## src/logic/rms_map.svh

```systemverilog
// Register map, field positions, reset values and timing constants of the mode sequencer
`ifndef RMS_MAP_SVH
`define RMS_MAP_SVH
// Word offsets on the bus (byte address bits 3:2)
`define RMS_OFS_CONFIG 2'h0
`define RMS_OFS_CONTROL 2'h1
`define RMS_OFS_TIMER 2'h2
`define RMS_OFS_STATUS 2'h3
// Configuration word fields
`define RMS_F_IDLE_SEL 0
`define RMS_F_START_LO 1
`define RMS_F_START_HI 2
`define RMS_F_LP_CHOICE 3
`define RMS_F_IDLE_EXIT 4
`define RMS_F_TX_EXIT 5
`define RMS_F_RX_LO 6
`define RMS_F_RX_HI 8
`define RMS_F_TO_LO 9
`define RMS_F_TO_HI 10
`define RMS_F_PKT_LO 11
`define RMS_F_PKT_HI 13
`define RMS_F_CRC_ON 14
`define RMS_CONFIG_W 15
`define RMS_CONFIG_RST 15'h0000
// Control word fields (write-only pulses)
`define RMS_F_LAUNCH 0
`define RMS_F_STOP 1
// Timer word fields
`define RMS_F_T1_SCALE_LO 0
`define RMS_F_T1_SCALE_HI 1
`define RMS_F_T2_SCALE_LO 2
`define RMS_F_T2_SCALE_HI 3
`define RMS_F_T1_CNT_LO 8
`define RMS_F_T1_CNT_HI 15
`define RMS_F_T2_CNT_LO 16
`define RMS_F_T2_CNT_HI 23
`define RMS_TIMER_RST 24'h000000
// Timer resolutions in nanoseconds and the clock period
`define RMS_CLK_NS 20
`define RMS_RES1_NS 64000
`define RMS_RES2_NS 4100000
`define RMS_RES3_NS 262000000
`endif

```

## src/logic/rms_pkg.sv

```systemverilog
// Types shared by the mode sequencer files
package rms_pkg;
  // Sequencer resting and active states
  typedef enum logic [2:0] {
    st_halted, st_idle, st_tx_wait_level, st_tx, st_rx, st_pkt_done, st_pkt_wait_drain, st_synth
  } rms_state_type;
  // Chip mode driven to the mode controller
  typedef enum logic [2:0] {
    mode_sleep, mode_standby, mode_synth, mode_tx, mode_rx
  } rms_mode_type;
endpackage : rms_pkg

```

## src/logic/rms_sequencer.sv

```systemverilog
// Top-level radio mode sequencer with its classic Wishbone register slave
//
// Added by the designer: the placing of the registers and the Wishbone register port.
`timescale 1ns/1ps
`include "rms_map.svh"
module rms_sequencer import rms_pkg::*; #(
  parameter int unsigned RES1_CYC = `RMS_RES1_NS / `RMS_CLK_NS,
  parameter int unsigned RES2_CYC = `RMS_RES2_NS / `RMS_CLK_NS,
  parameter int unsigned RES3_CYC = `RMS_RES3_NS / `RMS_CLK_NS
) (
  // Clock and reset
  input wire logic clk_i,
  input wire logic rst_i,
  // Wishbone slave
  input wire logic wb_cyc_i,
  input wire logic wb_stb_i,
  input wire logic wb_we_i,
  input wire logic [3:0] wb_adr_i,
  input wire logic [3:0] wb_sel_i,
  input wire logic [31:0] wb_dat_i,
  output logic [31:0] wb_dat_o,
  output logic wb_ack_o,
  // Events from packet engine and receiver (one-cycle pulses, same clock)
  input wire logic tx_done_event_i,
  input wire logic rx_payload_event_i,
  input wire logic check_pass_event_i,
  input wire logic strength_event_i,
  input wire logic match_event_i,
  input wire logic lead_in_event_i,
  input wire logic queue_level_event_i,
  input wire logic queue_drained_event_i,
  input wire logic strength_timeout_i,
  input wire logic lead_in_timeout_i,
  input wire logic match_timeout_i,
  // Chip low-power mode before launch: 1 sleep, 0 standby
  input wire logic chip_sleep_i,
  // Mode controller side
  output logic [2:0] chip_mode_o,
  output logic seq_active_o,
  output logic reception_relaunch_o
);
  // Configuration and timer registers
  logic [`RMS_CONFIG_W-1:0] config_reg;
  logic [23:0] timer_reg;
  logic seq_launch; // Launch pulse from a control write
  logic seq_stop; // Stop pulse from a control write
  logic ack_reg; // Bus acknowledge
  logic [31:0] rdata_reg; // Read data held while ack is high
  logic wr_take; // Write takes effect at this edge
  // Sequencer state
  rms_state_type state_reg, state_next;
  logic init_sleep_reg; // Low-power mode caught at launch
  logic ran_reg; // Sequencer has run since reset
  logic halt_sleep; // Low-power mode shown while halted
  logic relaunch_next;
  // Timer chain
  logic [1:0] tick;
  logic [1:0] tick_start;
  logic first_timer_event, second_timer_event;
  // Decoded configuration fields
  logic idle_lowpower_select, lowpower_choice, idle_exit_select, tx_exit_select, crc_on;
  logic [1:0] start_exit_select, timeout_exit_select;
  logic [2:0] rx_exit_select, pkt_done_exit_select;
  logic receive_timeout;
  rms_state_type lowpower_target, timeout_target;

  assign idle_lowpower_select = config_reg[`RMS_F_IDLE_SEL];
  assign start_exit_select = config_reg[`RMS_F_START_HI:`RMS_F_START_LO];
  assign lowpower_choice = config_reg[`RMS_F_LP_CHOICE];
  assign idle_exit_select = config_reg[`RMS_F_IDLE_EXIT];
  assign tx_exit_select = config_reg[`RMS_F_TX_EXIT];
  assign rx_exit_select = config_reg[`RMS_F_RX_HI:`RMS_F_RX_LO];
  assign timeout_exit_select = config_reg[`RMS_F_TO_HI:`RMS_F_TO_LO];
  assign pkt_done_exit_select = config_reg[`RMS_F_PKT_HI:`RMS_F_PKT_LO];
  assign crc_on = config_reg[`RMS_F_CRC_ON];

  // Bus: one wait state, ack for one cycle, unmapped words read zero
  assign wr_take = wb_cyc_i && wb_stb_i && wb_we_i && ack_reg;
  assign wb_ack_o = ack_reg;
  assign wb_dat_o = rdata_reg;

  // Acknowledge: rises one cycle after the request, drops the cycle after
  always_ff @(posedge clk_i) begin
    if (rst_i) begin
      ack_reg <= 1'b0;
    end else begin
      ack_reg <= wb_cyc_i && wb_stb_i && !ack_reg;
    end
  end

  // Read data captured when the request arrives
  always_ff @(posedge clk_i) begin
    if (rst_i) begin
      rdata_reg <= 32'h00000000;
    end else if (wb_cyc_i && wb_stb_i && !ack_reg && !wb_we_i) begin
      if (wb_adr_i[3:2] == `RMS_OFS_CONFIG) begin
        rdata_reg <= {17'h00000, config_reg};
      end else if (wb_adr_i[3:2] == `RMS_OFS_TIMER) begin
        rdata_reg <= {8'h00, timer_reg};
      end else if (wb_adr_i[3:2] == `RMS_OFS_STATUS) begin
        // State, driven mode, caught initial mode, active flag
        rdata_reg <= {22'h000000, seq_active_o, init_sleep_reg, 1'b0, chip_mode_o, 1'b0, state_reg};
      end else begin
        rdata_reg <= 32'h00000000; // Control word and unmapped read zero
      end
    end
  end

  // Configuration register, byte lanes honoured
  always_ff @(posedge clk_i) begin
    if (rst_i) begin
      config_reg <= `RMS_CONFIG_RST;
    end else if (wr_take && (wb_adr_i[3:2] == `RMS_OFS_CONFIG)) begin
      if (wb_sel_i[0]) begin
        config_reg[7:0] <= wb_dat_i[7:0];
      end
      if (wb_sel_i[1]) begin
        config_reg[`RMS_CONFIG_W-1:8] <= wb_dat_i[`RMS_CONFIG_W-1:8];
      end
    end
  end

  // Timer settings register
  always_ff @(posedge clk_i) begin
    if (rst_i) begin
      timer_reg <= `RMS_TIMER_RST;
    end else if (wr_take && (wb_adr_i[3:2] == `RMS_OFS_TIMER)) begin
      if (wb_sel_i[0]) begin
        timer_reg[7:0] <= wb_dat_i[7:0];
      end
      if (wb_sel_i[1]) begin
        timer_reg[15:8] <= wb_dat_i[15:8];
      end
      if (wb_sel_i[2]) begin
        timer_reg[23:16] <= wb_dat_i[23:16];
      end
    end
  end

  // Control pulses; launch only counts from the halted state.
  // Software keeps launch and stop apart; if both arrive stop wins.
  always_ff @(posedge clk_i) begin
    if (rst_i) begin
      seq_launch <= 1'b0;
      seq_stop <= 1'b0;
    end else begin
      seq_stop <= wr_take && (wb_adr_i[3:2] == `RMS_OFS_CONTROL) && wb_sel_i[0]
        && wb_dat_i[`RMS_F_STOP];
      seq_launch <= wr_take && (wb_adr_i[3:2] == `RMS_OFS_CONTROL) && wb_sel_i[0]
        && wb_dat_i[`RMS_F_LAUNCH] && !wb_dat_i[`RMS_F_STOP];
    end
  end

  // Timer chain: timer one restarts on launch or second event, timer two on first event
  assign tick_start[0] = (seq_launch && state_reg == st_halted) || tick[1];
  assign tick_start[1] = tick[0];
  assign first_timer_event = tick[0];
  assign second_timer_event = tick[1];

  // Both timers share one structure; the chain runs whatever the state is
  genvar gi;
  generate
    for (gi = 0; gi < 2; gi++) begin : g_timer
      rms_tick_timer #(
        .RES1_CYC(RES1_CYC),
        .RES2_CYC(RES2_CYC),
        .RES3_CYC(RES3_CYC)
      ) u_timer (
        .clk_i(clk_i),
        .rst_i(rst_i),
        .start_i(tick_start[gi]),
        .abort_i(seq_stop),
        .scale_i(gi == 0 ? timer_reg[`RMS_F_T1_SCALE_HI:`RMS_F_T1_SCALE_LO]
                         : timer_reg[`RMS_F_T2_SCALE_HI:`RMS_F_T2_SCALE_LO]),
        .count_i(gi == 0 ? timer_reg[`RMS_F_T1_CNT_HI:`RMS_F_T1_CNT_LO]
                         : timer_reg[`RMS_F_T2_CNT_HI:`RMS_F_T2_CNT_LO]),
        .tick_o(tick[gi])
      );
    end
  endgenerate

  // Transitory states resolved in the same cycle
  assign lowpower_target = lowpower_choice ? st_idle : st_halted;
  assign receive_timeout = strength_timeout_i || lead_in_timeout_i || match_timeout_i;

  // Timeout exit choice
  always_comb begin
    case (timeout_exit_select)
      2'h0: timeout_target = st_rx;
      2'h1: timeout_target = st_tx;
      2'h2: timeout_target = lowpower_target;
      default: timeout_target = st_halted;
    endcase
  end

  // Next sequencer state; stop beats everything, second timer beats receive events
  always_comb begin
    state_next = state_reg;
    relaunch_next = 1'b0;
    if (seq_stop) begin
      state_next = st_halted;
    end else begin
      case (state_reg)
        st_halted: begin
          if (seq_launch) begin
            case (start_exit_select)
              2'h0: state_next = lowpower_target;
              2'h1: state_next = st_rx;
              2'h2: state_next = st_tx;
              default: state_next = st_tx_wait_level;
            endcase
          end
        end
        st_idle: begin
          // Only the first timer is heard here
          if (first_timer_event) begin
            state_next = idle_exit_select ? st_rx : st_tx;
          end
        end
        st_tx_wait_level: begin
          if (queue_level_event_i) begin
            state_next = st_tx;
          end
        end
        st_tx: begin
          if (tx_done_event_i) begin
            state_next = tx_exit_select ? st_rx : lowpower_target;
          end
        end
        st_rx: begin
          if (second_timer_event) begin
            state_next = lowpower_target;
          end else if (receive_timeout || (rx_exit_select == 3'h3 && rx_payload_event_i
                       && crc_on && !check_pass_event_i)) begin
            state_next = timeout_target;
            relaunch_next = (timeout_exit_select == 2'h0);
          end else begin
            case (rx_exit_select)
              3'h1: if (rx_payload_event_i) state_next = st_pkt_done;
              3'h2: if (rx_payload_event_i) state_next = lowpower_target;
              3'h3: if (check_pass_event_i) state_next = st_pkt_done;
              3'h4: if (strength_event_i) state_next = st_halted;
              3'h5: if (match_event_i) state_next = st_halted;
              3'h6: if (lead_in_event_i) state_next = st_halted;
              default: state_next = st_rx; // Codes 0 and 7 have no exit
            endcase
          end
        end
        st_pkt_done: begin
          case (pkt_done_exit_select)
            3'h0: state_next = st_halted;
            3'h1: state_next = st_pkt_wait_drain;
            3'h2: state_next = lowpower_target;
            3'h3: state_next = st_synth;
            3'h4: state_next = st_rx;
            default: state_next = st_pkt_done; // Unused codes hold
          endcase
        end
        st_pkt_wait_drain: begin
          if (queue_drained_event_i) begin
            state_next = st_tx;
          end
        end
        st_synth: state_next = st_rx; // One cycle of synthesiser settling
        default: state_next = st_halted;
      endcase
    end
  end

  // State register
  always_ff @(posedge clk_i) begin
    if (rst_i) begin
      state_reg <= st_halted;
    end else begin
      state_reg <= state_next;
    end
  end

  // Initial low-power mode caught on a taken launch
  always_ff @(posedge clk_i) begin
    if (rst_i) begin
      init_sleep_reg <= 1'b0;
    end else if (seq_launch && !seq_stop && state_reg == st_halted) begin
      init_sleep_reg <= chip_sleep_i;
    end
  end

  // Remember that a run happened, so the halted mode keeps the launch mode
  always_ff @(posedge clk_i) begin
    if (rst_i) begin
      ran_reg <= 1'b0;
    end else if (seq_active_o) begin
      ran_reg <= 1'b1;
    end
  end

  // Before any run the halted mode follows the chip; after one it holds the launch mode.
  // A launch that halts at once shows the mode being caught in that same cycle.
  assign halt_sleep = ((ran_reg || seq_active_o) && !(seq_launch && state_reg == st_halted))
    ? init_sleep_reg : chip_sleep_i;

  // Mode outputs registered from the next state so they change with the state
  always_ff @(posedge clk_i) begin
    if (rst_i) begin
      chip_mode_o <= mode_standby;
      seq_active_o <= 1'b0;
      reception_relaunch_o <= 1'b0;
    end else begin
      seq_active_o <= (state_next != st_halted);
      reception_relaunch_o <= relaunch_next && !seq_stop;
      case (state_next)
        st_halted: begin
          // Off: hand the chip back its launch mode
          chip_mode_o <= halt_sleep ? mode_sleep : mode_standby;
        end
        st_idle: chip_mode_o <= idle_lowpower_select ? mode_sleep : mode_standby;
        st_tx: chip_mode_o <= mode_tx;
        st_rx, st_pkt_done, st_pkt_wait_drain: chip_mode_o <= mode_rx;
        st_synth: chip_mode_o <= mode_synth;
        default: chip_mode_o <= init_sleep_reg ? mode_sleep : mode_standby;
      endcase
    end
  end

  // Checks
  a_stop_halts: assert property (@(posedge clk_i) disable iff (rst_i)
    seq_stop |=> state_reg == st_halted && !seq_active_o)
    else $error("stop did not halt the sequencer");
  a_idle_mode: assert property (@(posedge clk_i) disable iff (rst_i)
    state_reg == st_idle |-> chip_mode_o == (idle_lowpower_select ? mode_sleep : mode_standby))
    else $error("idle chip mode wrong");
  a_idle_deaf: assert property (@(posedge clk_i) disable iff (rst_i)
    state_reg == st_idle && !first_timer_event && !seq_stop |=> state_reg == st_idle)
    else $error("idle left without first timer");
  a_idle_exit: assert property (@(posedge clk_i) disable iff (rst_i)
    state_reg == st_idle && first_timer_event && !seq_stop
    |=> state_reg == (idle_exit_select ? st_rx : st_tx))
    else $error("idle exit wrong");
  a_rx_second_timer: assert property (@(posedge clk_i) disable iff (rst_i)
    state_reg == st_rx && second_timer_event && !seq_stop
    |=> state_reg == $past(lowpower_target))
    else $error("second timer did not leave receive");
  a_tx_exit: assert property (@(posedge clk_i) disable iff (rst_i)
    state_reg == st_tx && tx_done_event_i && !seq_stop && tx_exit_select |=> state_reg == st_rx)
    else $error("transmit exit to receive wrong");
  a_timeout_relaunch: assert property (@(posedge clk_i) disable iff (rst_i)
    state_reg == st_rx && !second_timer_event && !seq_stop && strength_timeout_i
    && timeout_exit_select == 2'h0 |=> reception_relaunch_o && state_reg == st_rx)
    else $error("timeout relaunch missing");
  a_timer_chain: assert property (@(posedge clk_i) disable iff (rst_i)
    first_timer_event |-> !second_timer_event)
    else $error("timers fired together");
  a_halt_restores: assert property (@(posedge clk_i) disable iff (rst_i)
    $fell(seq_active_o) |-> chip_mode_o == (init_sleep_reg ? mode_sleep : mode_standby))
    else $error("initial mode not restored");
  a_launch_branch: assert property (@(posedge clk_i) disable iff (rst_i)
    state_reg == st_halted && seq_launch && !seq_stop && start_exit_select == 2'h2
    |=> state_reg == st_tx ##1 chip_mode_o == mode_tx)
    else $error("launch to transmit wrong");
  c_rx_to_pkt: cover property (@(posedge clk_i) state_reg == st_rx ##1 state_reg == st_pkt_done);
  c_periodic: cover property (@(posedge clk_i) first_timer_event ##[1:1000] second_timer_event);
  c_idle_cycle: cover property (@(posedge clk_i) state_reg == st_idle ##1 state_reg == st_tx);
endmodule : rms_sequencer

```

## src/logic/rms_tick_timer.sv

```systemverilog
// One sequencer timer: resolution prescaler times a coefficient count
`timescale 1ns/1ps
module rms_tick_timer #(
  parameter int unsigned RES1_CYC = 3200,
  parameter int unsigned RES2_CYC = 205000,
  parameter int unsigned RES3_CYC = 13100000
) (
  // Clock and reset
  input wire logic clk_i,
  input wire logic rst_i,
  // Control
  input wire logic start_i,
  input wire logic abort_i,
  input wire logic [1:0] scale_i,
  input wire logic [7:0] count_i,
  // Event out
  output logic tick_o
);
  logic running_reg; // Timer counting
  logic [23:0] pre_reg; // Cycles inside one resolution step
  logic [7:0] coef_reg; // Steps elapsed
  logic [23:0] res_last; // Last prescaler value for the scale
  logic step_end;

  // Pick the step length; scale 0 never runs so its value is unused
  always_comb begin
    case (scale_i)
      2'h1: res_last = 24'(RES1_CYC - 1);
      2'h2: res_last = 24'(RES2_CYC - 1);
      default: res_last = 24'(RES3_CYC - 1);
    endcase
  end

  assign step_end = running_reg && (pre_reg == res_last);

  // Run flag: a zero scale or zero coefficient never arms
  always_ff @(posedge clk_i) begin
    if (rst_i || abort_i) begin
      running_reg <= 1'b0;
    end else if (start_i) begin
      running_reg <= (scale_i != 2'h0) && (count_i != 8'h00);
    end else if (step_end && (coef_reg + 8'h01 == count_i)) begin
      running_reg <= 1'b0;
    end
  end

  // Prescaler and coefficient counters
  always_ff @(posedge clk_i) begin
    if (rst_i || start_i) begin
      pre_reg <= 24'h000000;
      coef_reg <= 8'h00;
    end else if (step_end) begin
      pre_reg <= 24'h000000;
      coef_reg <= coef_reg + 8'h01;
    end else if (running_reg) begin
      pre_reg <= pre_reg + 24'h000001;
    end
  end

  // Pulse once when the last step closes
  always_ff @(posedge clk_i) begin
    if (rst_i) begin
      tick_o <= 1'b0;
    end else begin
      tick_o <= step_end && !start_i && !abort_i && (coef_reg + 8'h01 == count_i);
    end
  end
endmodule : rms_tick_timer
```

## config.mk

```make
export PLATFORM = sky130hd
export DESIGN_NAME = rms_sequencer
export DESIGN_NICKNAME = d
export VERILOG_FILES = /design/src/logic/rms_pkg.sv /design/src/logic/rms_sequencer.sv /design/src/logic/rms_tick_timer.sv
export VERILOG_INCLUDE_DIRS = /design/src /design/src/logic
export SDC_FILE = /design/constraint.sdc
export NUM_CORES = 1
export LEC_CHECK = 0
export BUFFER_PORTS_ARGS = -buffer_cell sky130_fd_sc_hd__buf_4
export CAP_MARGIN = 20
export CORE_MARGIN = 2
export CORE_UTILIZATION = 30
export DETAILED_ROUTE_END_ITERATION = 8
export HOLD_SLACK_MARGIN = 0.03
export SYNTH_ARGS = -nofsm -noshare
export SYNTH_HDL_FRONTEND = slang
export SYNTH_SLANG_ARGS = --single-unit
```

## constraint.sdc

```tcl
create_clock -name clk_i -period 6.9 [get_ports clk_i]
set_input_delay 0.345 -clock clk_i [delete_from_list [all_inputs] [get_ports clk_i]]
set_output_delay 0.345 -clock clk_i [all_outputs]
set_load 0.005 [all_outputs]
```

## Word-level counts from Yosys, hierarchy flattened

Cells that the tools add are included.

| storage, ports and cells | value |
|---|---|
| register bits after elaboration | 152 |
| input port bits | 57 |
| output and inout bits | 38 |
| word-level logic and storage cells | 174 |

| cells by class | value |
|---|---|
| add/subtract/negate cells | 4 |
| equality and inequality tests | 38 |
| muxes and demuxes | 40 |
| reductions and logical operators | 69 |

Operators by type and width:

| cell | count |
|---|---|
| $pmux 24 s2 | 2 |
| $add 24x1->24 const B | 2 |
| $eq 24x24->1 | 2 |
| $mux 24 | 2 |
| $mux 3 | 16 |
| $eq 3x3->1 const B | 12 |
| $logic_and 1x1->1 | 32 |
| $pmux 3 s5 | 2 |
| $pmux 3 s8 | 1 |
| $eq 3x2->1 const B | 7 |
| $pmux 3 s3 | 2 |
| $pmux 3 s6 | 1 |
| $add 8x1->8 const B | 2 |
| $eq 8x8->1 | 2 |
| $reduce_bool 8->1 | 2 |
| $mux 1 | 13 |
| $eq 2x2->1 const B | 6 |
| $eq 3x1->1 const B | 4 |
| $eq 2x1->1 const B | 5 |
| $mux 10 | 1 |
| $reduce_and 2->1 | 5 |
| $logic_not 3->1 | 3 |
| $logic_not 1->1 | 8 |
| $logic_or 1x1->1 | 8 |
| other kinds (5) | 11 |

## Logic depth before layout (Yosys ltp)

| logic depth | value |
|---|---|
| word-level depth | 12 |
| mapped depth | 10 |
| gate-level depth less buffers | 8 |

## Cells and area by module

From an unflattened synthesis, not the netlist that was laid out.

| unflattened totals | value |
|---|---|
| cell total of the unflattened synthesis | 876 |
| area, all modules | 7,230.7 µm² |

By module, submodules not included:

| module | instances | cells an instance | area an instance (µm²) | seq. area each (µm²) |
|---|---|---|---|---|
| rms_tick_timer | 2 | 225 | 1,881.8 | 680.7 |
| rms_sequencer | 1 | 426 | 3,467.1 | 1,521.5 |

## Worst setup path after synthesis

Ideal clock, no wire load.

| timing path | value |
|---|---|
| path kind | register -> register |
| start | register timer_reg[3] |
| end | register g_timer[1].u_timer.coef_reg[4] |
| library setup time | 70 ps |
| arrival time | 2,168 ps |
| data required time | 6,830 ps |
| path slack | 4,662 ps |
| cell stages (with the launch flop) | 10 |
| buffers on the path | 1 |
| clock period less this slack | 2,238 ps |
| cell sequence | dfxtp_1 -> inv_1 -> ha_1 -> nor4b_1 -> a31oi_1 -> or3_1 -> clkbuf_1 -> or2_1 -> or3_1 -> a21oi_1 |

| on the way | value |
|---|---|
| longest elaborated chain between the ends | 4 |
| elaborated cells between the ends (all ways) | 5 |
| those cells by class | eq/ne (3); mux (1); reduce/logical (1) |

RTL lines:

| element | RTL line | source |
|---|---|---|
| from (decl) | rms_sequencer.sv:44 | `logic [23:0] timer_reg;` |
| from (signal assigned) | rms_sequencer.sv:126 | `` timer_reg <= `RMS_TIMER_RST; `` |
| from (signal assigned) | rms_sequencer.sv:129 | `timer_reg[7:0] <= wb_dat_i[7:0];` |
| $eq 2x2->1 / $eq 2x1->1 (equally long branches) | rms_tick_timer.sv:27 | `case (scale_i)` |
| $pmux 24 s2 * | rms_tick_timer.sv:27 |  |
| $eq 24x24->1 * | rms_tick_timer.sv:34 | `assign step_end = running_reg && (pre_reg == res_last);` |
| $logic_and 1x1->1 * | rms_tick_timer.sv:34 |  |
| to (signal assigned) | rms_tick_timer.sv:54 | `coef_reg <= coef_reg + 8'h01;` |
| to (decl) | rms_tick_timer.sv:21 | `logic [7:0] coef_reg;` |

Every way passes the cells marked *; elsewhere a longest branch is shown, timed or not.
A chain may end at the register's enable or synchronous reset.

## Worst setup path after layout

| timing path | value |
|---|---|
| start | register state_reg[2] |
| end | register chip_mode_o[0] |

| on the way | value |
|---|---|
| longest elaborated chain between the ends | 9 |
| elaborated cells between the ends (all ways) | 38 |
| those cells by class | eq/ne (13); mux (19); reduce/logical (6) |

RTL lines:

| element | RTL line | source |
|---|---|---|
| from (decl) | rms_sequencer.sv:51 | `rms_state_type state_reg, state_next;` |
| from (signal assigned) | rms_sequencer.sv:273 | `state_reg <= st_halted;` |
| from (signal assigned) | rms_sequencer.sv:275 | `state_reg <= state_next;` |
| $mux 3, or another cell as far along | rms_sequencer.sv:244 | `3'h6: if (lead_in_event_i) state_next = st_halted;` |
| $pmux 3 s6 | rms_sequencer.sv:238 | `case (rx_exit_select)` |
| $mux 3 | rms_sequencer.sv:233 | `end else if (receive_timeout \|\| (rx_exit_select == 3'h3 && rx_payload_event_i` |
| $mux 3 | rms_sequencer.sv:231 | `if (second_timer_event) begin` |
| $pmux 3 s8 | rms_sequencer.sv:203 | `case (state_reg)` |
| $mux 3 | rms_sequencer.sv:200 | `if (seq_stop) begin` |
| $eq 3x3->1 | rms_sequencer.sv:311 | `case (state_next)` |
| $reduce_or 3->1 | rms_sequencer.sv:311 |  |
| $pmux 3 s5 * | rms_sequencer.sv:311 |  |
| to (signal assigned) | rms_sequencer.sv:314 | `chip_mode_o <= halt_sleep ? mode_sleep : mode_standby;` |
| to (signal assigned) | rms_sequencer.sv:316 | `st_idle: chip_mode_o <= idle_lowpower_select ? mode_sleep : mode_standby;` |
| to (signal assigned) | rms_sequencer.sv:317 | `st_tx: chip_mode_o <= mode_tx;` |
| to (decl) | rms_sequencer.sv:38 | `output logic [2:0] chip_mode_o,` |

Marked as above.

==> results.md <==
* Run status: complete, no violations
* Mean area per synthesized cell at 8.28 um^2
* CP peak stage delay at 0.64 ns
* Worst Max-Slew Pin Slew at 0.921 ns
* Final clock skew at 0.0101 ns
* Die ar. at 25,700 um^2
* Initial antenna violation count at 0
* Gp weighted congestion at 0.853
* Nature of the critical path startpoint: flip-flop
* Final period util at 37.8%
* Post-CTS Setup Inserts at 0
* Critical Path End Type: flip-flop
* Distinct cells, synth at 68
* Post-synthesis register bit count at 144
* # Max-Cap Violations at 0
* Width of the die at 160 um
* Post-synth EDFFs at 0
* CP Class: reg2reg
* LEAKAGE at 0.00311 uW
* WP data arrival at 2.94 ns
* Ys async rst share at 0%
* Root buffer cell: clkbuf_16
* Routed vias/inst at 5.00
* PortBufs at 75
* Core Rows at 57
* CP required at 7.23 ns
* Hold slack at 0.113 ns
* Kind of cell adding the most delay to the critical path: compound AO/OA/AOI/OAI gates
* FF-to-FF setup slack at 4.29 ns
* DRT Pass-1 Iters at 5
* VDD IR-drop max at 0.155 mV
* Final setup violation count at 0
* Final Max Slew Viols at 0
* Reg2Reg Depth at 6
* Vias in the first global route at 5,933
* CTS tree: built
* # fillers at 2,487
* Crit path time final at 2.61 ns
* Setup TNS at 0 ns
* HPWL after DPL at 13.9 mm
* Final Util at 35.8%
* RSZ-0062 raised after global routing: false
* Buf+Inv Stages, Crit Path at 0
* Critical path depth at 6
* Die H at 160 um
* Clk sinks at 144
* Final ANT Viol Nets at 0
* Ys Warns at 0
* Top-Level Pins at 95
* Drt drc at 0
* Gr usage total at 15.2%
* Worst path slowest cell: dfxtp_1
* Area Overhead vs Synth at 18.3%
* CTS Buffer Depth at 2
* Cts hold-fix bufs at 0
* Slew headroom at 38.4%
* Leading register cell type out of synthesis: dfxtp_1
* Most common cell after layout, fill and taps aside: dfxtp_1
* Global-route wire length before repair at 31.2 mm
* Worst-path clk slew at 0.06 ns
* H-tree Lvls at 4
* Hold-critical path depth at 2
* Hold Path Class: in2reg
* Layout Nets at 1,001
* Critical Path Most Common Cell: o21ai_0
* Layout cells sized above 1 at 15.3%
* Most frequent cells in the layout: dfxtp_1 (144), nor2_1 (108), nand2_1 (92)
* Worst-Skew Late Latency at 0.43 ns
* Crit path cell chain: nor4bb_1 -> o21ai_0 -> a221oi_1 -> o21ai_0 -> a221o_1 -> o211ai_1
* DR WL/cell at 15.1 um
* PostCTS Resize Cnt at 0
* Initial drt markers at 325
* Congestion Overflow GR at 0
* Max reg flops at 48
* Post-Syn Instances at 885
* Power per cell area at 236 nW/um^2
* CTS buffer count at 17
* Fmax at 384 MHz
* Initial core utilization at 30.3%
* Core area at 24,200 um^2
* Mapped Area at 7320 um^2
* ANT cells at 0
* Final Hold Fails at 0
* Largest net degree at the start of global routing at 78
* Total Wirelength at 19.2 mm
* DR vias at 6,360
* Seq/Total Area, Yosys at 39.4%
* CP Max Fanout at 15
==> cell usage after synthesis (all sizes together), types with 18 or more instances <==
library cell	n	area share, %
nand2	92	4.7
xnor2	43	5.1
buf	24	2.3
nor2	128	7.2
nor3	32	2.2
mux2i	27	3.7
nand3	55	3.8
xor2	36	4.3
dfxtp	144	39
nand4	18	1.5
inv	20	1.0
clkbuf	32	1.6
a21oi	53	3.6
o21ai	18	1.2
nor4	19	1.8
==> cell families after synthesis <==
| kind of cell | after synthesis | share of synthesized area [%] |
|---|---|---|
| multiplexers | 32 | 4.46 |
| AO/OA/AOI/OAI | 130 | 11.8 |
| AND/OR/NAND/NOR | 413 | 28.1 |
| buffers and inverters | 76 | 5.01 |
| other | 1 | 0.0512 |
| adder cells (fa/ha/maj) | 10 | 1.71 |
| flip-flops | 144 | 39.4 |
| XOR/XNOR | 79 | 9.45 |
==> where the power goes <==
| group | total [uW] | switching (uW) | internal, uW |
|---|---|---|---|
| Clock | 939 | 395 | 544 |
| Combinational | 225 | 123 | 102 |
| Sequential | 884 | 33.2 | 851 |
| Total | 2050 | 551 | 1500 |
==> per-layer routing <==
layer / GRT usage [%] / share of wire, %
met5: 0 / 0
met4: 5.65 / 1.8
met3: 3.58 / 5.1
met2: 23.4 / 45
met1: 20.6 / 48
==> area by class of cell <==
| type | instances | area, um^2 | share of cell area, % |
|---|---|---|---|
| clock buffers | 17 | 425 | 4.91 |
| clock inverters | 15 | 175 | 2.02 |
| inverters | 20 | 75.1 | 0.867 |
| multi-input cells | 672 | 4110 | 47.4 |
| flip-flops and latches | 144 | 2880 | 33.3 |
| well taps | 324 | 405 | 4.68 |
| repair buffers | 79 | 593 | 6.85 |
==> through the flow <==
stage	power (uW)	cell area, um^2	setup WS, ns	cells
global route	2120	8660	4.07	1271
floorplan	1040	7350	4.66	892
CTS	2070	8660	4.27	1271
finish	2050	8660	4.29	1271
detailed placement	1120	8060	4.11	1239
global placement	1120	8060	4.08	1239
==> path summary, 6_finish.rpt <==
kind,start,endpoint
worst min-delay path,wb_dat_i[1],seq_launch$_SDFF_PP0_
worst max-delay path,state_reg[2]$_SDFF_PP0_,chip_mode_o[0]$_SDFF_PP1_
worst min register to register,wb_dat_o[18]$_SDFFE_PP0P_,wb_dat_o[18]$_SDFFE_PP0P_
worst max register to register,state_reg[2]$_SDFF_PP0_,chip_mode_o[0]$_SDFF_PP1_
No activity file was read; power rests on OpenSTA's default activity.
